## config.mk

```make
export PLATFORM = sky130hd
export DESIGN_NAME = sbsr_status_byte
export DESIGN_NICKNAME = d
export VERILOG_FILES = /design/src/sbsr_pkg.sv /design/src/sbsr_event_set.sv /design/src/sbsr_status_byte.sv
export SDC_FILE = /design/constraint.sdc
export NUM_CORES = 1
export LEC_CHECK = 0
export BUFFER_PORTS_ARGS = -buffer_cell sky130_fd_sc_hd__buf_4
export CAP_MARGIN = 20
export CORE_MARGIN = 4
export CORE_UTILIZATION = 45
export CTS_CLUSTER_DIAMETER = 50
export DETAILED_ROUTE_END_ITERATION = 7
export PLACE_DENSITY = 0.82
export SLEW_MARGIN = 20
export SYNTH_ARGS = -nofsm -noshare
export SYNTH_HDL_FRONTEND = slang
export SYNTH_HIERARCHICAL = 1
export SYNTH_SLANG_ARGS = --single-unit
export TNS_END_PERCENT = 10
```

## constraint.sdc

```tcl
create_clock -name clk_sys -period 2.6 [get_ports clk_sys]
set_input_delay 0.26 -clock clk_sys [delete_from_list [all_inputs] [get_ports clk_sys]]
set_output_delay 0.26 -clock clk_sys [all_outputs]
set_load 0.01 [all_outputs]
```

## src/sbsr_pkg.sv

```systemverilog
package sbsr_pkg;
   localparam int STATUS_W = 8;
   localparam int BIT_POINT_DONE = 0;
   localparam int BIT_SWEEP_DONE = 1;
   localparam int BIT_UNUSED_LO = 2;
   localparam int BIT_END_STATUS = 3;
   localparam int BIT_TRIG_FAST = 4;
   localparam int BIT_ERROR = 5;
   localparam int BIT_REQ_SERVICE = 6;
   localparam int BIT_UNUSED_HI = 7;
   localparam logic [7:0] MASK_RESET = 8'h00;
   localparam logic [7:0] STATUS_RESET = 8'h00;
   // Bits 2 and 7 never hold a value
   localparam logic [7:0] STATUS_LIVE = 8'h7B;
   localparam logic [7:0] MASKABLE = 8'h3B;

   typedef struct packed {
      logic point_done;
      logic sweep_done;
      logic end_status;
      logic trig_cmd;
      logic int_trig_mode;
      logic meas_busy;
      logic error_seen;
   } sbsr_events_t;

   typedef struct packed {
      logic clear_status_command;
      logic status_query_command;
      logic serial_poll;
      logic mask_write;
      logic [7:0] mask_data;
   } sbsr_ctrl_t;
endpackage

```

## src/sbsr_event_set.sv

```systemverilog
`timescale 1ns/1ps
module sbsr_event_set (
   input wire sbsr_pkg::sbsr_events_t ev,
   output logic [7:0] set_bits
);
   always_comb begin
      set_bits = 8'h00;
      set_bits[sbsr_pkg::BIT_POINT_DONE] = ev.point_done;
      set_bits[sbsr_pkg::BIT_SWEEP_DONE] = ev.sweep_done;
      set_bits[sbsr_pkg::BIT_END_STATUS] = ev.end_status;
      set_bits[sbsr_pkg::BIT_TRIG_FAST] = ev.trig_cmd & (ev.int_trig_mode | ev.meas_busy);
      set_bits[sbsr_pkg::BIT_ERROR] = ev.error_seen;
   end
endmodule

```

## src/sbsr_status_byte.sv

```systemverilog
`timescale 1ns/1ps
// Contract
// - Trigger while internal or busy sets bit4
// - Any error sets bit 5
// - Request granted sets bit6; poll clears
// - Request bit ignores enable mask
// - Bits 2 and 7 read zero
// - Clear command zeroes status byte
// - Poll with bit6 set clears byte
// - Status query leaves byte unchanged
// - Mask bit enables same status bit
// - Enabled set bit raises service request
// - Eight-bit byte presented on poll
// - Point done sets bit 0
// - Sweep done sets bit 1
// - Copy/program/cal done sets bit 3
module sbsr_status_byte (
   input wire logic clk_sys,
   input wire logic rst_n,
   input wire sbsr_pkg::sbsr_events_t events,
   input wire sbsr_pkg::sbsr_ctrl_t ctrl,
   output logic [7:0] event_status_byte,
   output logic [7:0] poll_byte,
   output logic poll_valid,
   output logic [7:0] query_byte,
   output logic query_valid,
   output logic service_request
);
   typedef struct packed {
      logic [7:0] status;
      logic [7:0] mask;
      logic [7:0] poll_byte;
      logic poll_valid;
      logic [7:0] query_byte;
      logic query_valid;
   } sbsr_state_t;

   sbsr_state_t st;
   sbsr_state_t next_st;
   logic [7:0] set_bits;
   logic [7:0] cur;

   sbsr_event_set u_events (
      .ev(events),
      .set_bits(set_bits)
   );

   always_comb begin
      next_st = st;
      next_st.poll_valid = 1'b0;
      next_st.query_valid = 1'b0;
      cur = st.status;
      if (ctrl.mask_write) begin
         next_st.mask = ctrl.mask_data;
      end
      if (ctrl.status_query_command) begin
         next_st.query_byte = cur;
         next_st.query_valid = 1'b1;
      end
      if (ctrl.serial_poll) begin
         next_st.poll_byte = cur;
         next_st.poll_valid = 1'b1;
      end
      if (ctrl.clear_status_command) begin
         next_st.status = sbsr_pkg::STATUS_RESET;
      end else if (ctrl.serial_poll && cur[sbsr_pkg::BIT_REQ_SERVICE]) begin
         next_st.status = sbsr_pkg::STATUS_RESET;
      end
      // New events win over any clear
      next_st.status = next_st.status | set_bits;
      // request granted from enabled bits; mask never gates bit 6
      if ((next_st.status & st.mask & sbsr_pkg::MASKABLE) != 8'h00) begin
         next_st.status[sbsr_pkg::BIT_REQ_SERVICE] = 1'b1;
      end
      next_st.status = next_st.status & sbsr_pkg::STATUS_LIVE;
   end

   always_ff @(posedge clk_sys or negedge rst_n) begin
      if (!rst_n) begin
         st.status <= sbsr_pkg::STATUS_RESET;
         st.mask <= sbsr_pkg::MASK_RESET;
         st.poll_byte <= 8'h00;
         st.poll_valid <= 1'b0;
         st.query_byte <= 8'h00;
         st.query_valid <= 1'b0;
      end else begin
         st <= next_st;
      end
   end

   assign event_status_byte = st.status;
   assign poll_byte = st.poll_byte;
   assign poll_valid = st.poll_valid;
   assign query_byte = st.query_byte;
   assign query_valid = st.query_valid;
   assign service_request = st.status[sbsr_pkg::BIT_REQ_SERVICE];

   // Events set flags in the same edge that a clear or poll empties the byte,
   // so the checks below allow for set_bits where a clear is involved

   chk_unused_zero: assert property (
      @(posedge clk_sys) disable iff (!rst_n)
      !st.status[sbsr_pkg::BIT_UNUSED_LO] && !st.status[sbsr_pkg::BIT_UNUSED_HI])
      else $error("unused status bit set");

   chk_clear_cmd: assert property (
      @(posedge clk_sys) disable iff (!rst_n)
      ctrl.clear_status_command && set_bits == 8'h00
      |=> st.status == sbsr_pkg::STATUS_RESET)
      else $error("clear command did not clear");

   chk_poll_clear: assert property (
      @(posedge clk_sys) disable iff (!rst_n)
      ctrl.serial_poll && st.status[sbsr_pkg::BIT_REQ_SERVICE] && set_bits == 8'h00
      |=> st.status == sbsr_pkg::STATUS_RESET && poll_valid
          && poll_byte == $past(st.status))
      else $error("poll did not present and clear");

   chk_poll_keep: assert property (
      @(posedge clk_sys) disable iff (!rst_n)
      ctrl.serial_poll && !st.status[sbsr_pkg::BIT_REQ_SERVICE] && !ctrl.clear_status_command
      |=> (st.status & sbsr_pkg::MASKABLE)
          == (($past(st.status) | $past(set_bits)) & sbsr_pkg::MASKABLE))
      else $error("poll without request changed the byte");

   chk_poll_byte: assert property (
      @(posedge clk_sys) disable iff (!rst_n)
      ctrl.serial_poll |=> poll_valid && poll_byte == $past(st.status))
      else $error("poll byte not presented");

   chk_query_keep: assert property (
      @(posedge clk_sys) disable iff (!rst_n)
      ctrl.status_query_command && !ctrl.clear_status_command && !ctrl.serial_poll
      |=> query_valid && query_byte == $past(st.status)
          && (st.status & sbsr_pkg::MASKABLE)
          == (($past(st.status) | $past(set_bits)) & sbsr_pkg::MASKABLE)
          && (service_request || !$past(service_request)))
      else $error("query changed the byte");

   chk_trig_fast: assert property (
      @(posedge clk_sys) disable iff (!rst_n)
      events.trig_cmd && (events.int_trig_mode || events.meas_busy)
      |=> st.status[sbsr_pkg::BIT_TRIG_FAST])
      else $error("trigger too fast missed");

   chk_error_flag: assert property (
      @(posedge clk_sys) disable iff (!rst_n)
      events.error_seen |=> st.status[sbsr_pkg::BIT_ERROR])
      else $error("error flag missed");

   chk_point_done: assert property (
      @(posedge clk_sys) disable iff (!rst_n)
      events.point_done |=> st.status[sbsr_pkg::BIT_POINT_DONE])
      else $error("point done flag missed");

   chk_sweep_done: assert property (
      @(posedge clk_sys) disable iff (!rst_n)
      events.sweep_done |=> st.status[sbsr_pkg::BIT_SWEEP_DONE])
      else $error("sweep done flag missed");

   chk_end_status: assert property (
      @(posedge clk_sys) disable iff (!rst_n)
      events.end_status |=> st.status[sbsr_pkg::BIT_END_STATUS])
      else $error("end status flag missed");

   chk_srq_raise: assert property (
      @(posedge clk_sys) disable iff (!rst_n)
      (set_bits & st.mask & sbsr_pkg::MASKABLE) != 8'h00 |=> service_request)
      else $error("service request not raised");

   chk_srq_grant: assert property (
      @(posedge clk_sys) disable iff (!rst_n)
      $rose(service_request)
      |-> (($past(st.status) | $past(set_bits)) & $past(st.mask) & sbsr_pkg::MASKABLE)
          != 8'h00)
      else $error("service request without enabled flag");

   chk_req_hold: assert property (
      @(posedge clk_sys) disable iff (!rst_n)
      service_request && !ctrl.serial_poll && !ctrl.clear_status_command
      |=> service_request)
      else $error("request flag dropped without poll or clear");

   chk_srq_follow: assert property (
      @(posedge clk_sys) disable iff (!rst_n)
      service_request == st.status[sbsr_pkg::BIT_REQ_SERVICE] && (service_request
      || ((st.status & st.mask & sbsr_pkg::MASKABLE) == 8'h00) || $past(ctrl.mask_write)))
      else $error("request line out of step");

   chk_mask_write: assert property (
      @(posedge clk_sys) disable iff (!rst_n)
      ctrl.mask_write |=> st.mask == $past(ctrl.mask_data))
      else $error("mask write lost");

   chk_mask_hold: assert property (
      @(posedge clk_sys) disable iff (!rst_n)
      !ctrl.mask_write |=> st.mask == $past(st.mask))
      else $error("mask changed without a write");
endmodule

```

==> metrics.md <==
| Metric | Value |
|---|---|
| Status | finished clean |
| Area grow syn2layout | 12.6% |
| Max cap viols | 0 |
| P_leak | 0.607 nW |
| Data arrival time of the worst path | 1.52 ns |
| Cell Area, Synth | 1160 µm² |
| Routed len/inst | 14.0 µm |
| # H-tree levels | 1 |
| Final WS setup | 1.27 ns |
| Post-synthesis cell count | 87 |
| Cell Area, Placed | 1260 µm² |
| DRT iter0 DRCs | 9 |
| First-pass detailed-route iteration total | 2 |
| Crit path time final | 1.33 ns |
| Vias in the first global route | 637 |
| CTS Buffer Depth | 2 |
| Post-CTS sizing | 0 |
| Clk pin slew, worst setup/hold paths | 0.12 ns |
| Clock sinks | 25 |
| Tcrit/Tclk final | 51.0% |
| Crit path max fanout | 6 |
| Startpoint Class | register |
| Mean Syn Cell Area | 13.3 µm² |
| Number of placement rows | 18 |
| Nets | 126 |
| Final instance area | 1300 µm² |
| Critical path endpoint category | register |
| Final setup vio count | 0 |
| Final HPWL DP | 1470 µm |
| Vias per inst | 4.60 |
| Slew Viols, Final | 0 |
| TritonCTS buffer count | 3 |
| Post-route ant nets | 0 |
| Worst-case reg-to-reg path depth | 4 |
| Achievable frequency | 0.754 GHz |
| Num ports | 48 |
| Yosys warning total | 6 |
| Endpoints failing hold | 0 |
| Overall Global Routing Usage | 11.7% |
| Fraction of layout cells with a size suffix above 1 | 60.6% |
| Final Skew | 0.00320 ns |
| Routed via count | 617 |
| Root Buffer | clkbuf_4 |
| Die Y-Extent | 58.7 µm |
| Core area | 2450 µm² |
| PwrDens | 590 nW/µm² |
| Die ar. | 3440 µm² |
| Largest net degree at the start of global routing | 26 |
| DRC violations left | 0 |
| N_diodes | 0 |
| Final Wtd Congestion | 0.666 |
| Worst vdd ir | 0.352 mV |
| Worst min path class | in2reg |
| # port buffers | 38 |
| Wirelength, routed | 1880 µm |
| Initial antenna violation count | 0 |
| Setup_tns | 0 ns |
| CP Class | reg2reg |
| First-pass GRT wire length | 2950 µm |
| Initial core utilization | 47.1% |
| Pre-CTS setup slack | 1.27 ns |
| Congestion Overflow GR | 0 |
| Fillers | 228 |
| Hold Path Stages | 1 |
| Later-pin clock latency in the skew report | 0.30 ns |
| Worst EP required | 2.80 ns |
| RSZ-0062 raised after global routing | no |
| CTS tree | done |
| DIE WIDTH | 58.7 µm |
## flip-flops by register name (all words and copies together) (netlist names)
register	count
query_byte	6
poll_valid	1
poll_byte	6
event_status_byte	6
st	5
query_valid	1
## path summary, 6_finish.rpt
check	startpoint	to	slack, ns
max reg2reg	event_status_byte[6]	event_status_byte[6]	1.27
max in group asynchronous	rst_n	event_status_byte[4]	2.00
max	event_status_byte[6]	event_status_byte[6]	1.27
min reg2reg	st[22]	st[22]	0.52
min in group asynchronous	rst_n	poll_byte[6]	0.37
min	ctrl[10]	query_valid	0.13
## power breakdown
| part | switching [W] | internal (W) |
|---|---|---|
| Clock | 0.000105 | 0.0000598 |
| Sequential | 0.0000246 | 0.000427 |
| Combinational | 0.0000626 | 0.0000897 |
## cells in the final DEF, fill, tap and decap left out, types with 2 or more instances in the layout
cell type	count
a22oi_1	2
buf_4	38
mux2_2	17
clkbuf_4	3
a21o_2	4
conb_1	7
dfrtp_1	25
## repair_timing
item | 4_1_cts | 5_1_grt
endpoints found under the hold margin | 25 | 0
hold buffers | 1 | 0
setup buffers | 0 | 0
## critical path, stage by stage (launching register included)
cell and delay, ns:
dfrtp_1 0.50, a21oi_4 0.12, a21o_1 0.21, a221oi_1 0.28
nand3_1 0.11
## through the flow
step | hold WS, ns | std cells | util (%) | total power [W]
2_1_floorplan | -0.0356 | 92 | - | 0.000575
3_3_place_gp | 0.171 | 129 | 51.5 | 0.000607
3_5_place_dp | 0.178 | 129 | 51.5 | 0.000614
4_1_cts | 0.123 | 134 | 53.0 | 0.000782
5_1_grt | 0.113 | 134 | 53.0 | 0.000811
6_report | 0.131 | 134 | 53.0 | 0.000768
## area by class of cell
type	instances	area (µm²)	area share [%]
Sequential cell	25	626	48.1
Multi-Input combinational cell	36	317	24.3
Clock buffer	4	26.3	2.02
Tap cell	30	37.5	2.88
Timing Repair Buffer	39	295	22.7
## metal layers
layer  track usage [%]  up-vias  wire length (µm)
met5                 0        -                 0
met4              5.83        0                15
met3              2.19        2               115
met2              20.9       19              1040
met1              13.4      306               704
li1                  -      290                 -
Note: power is estimated with default switching activity, not from simulation.
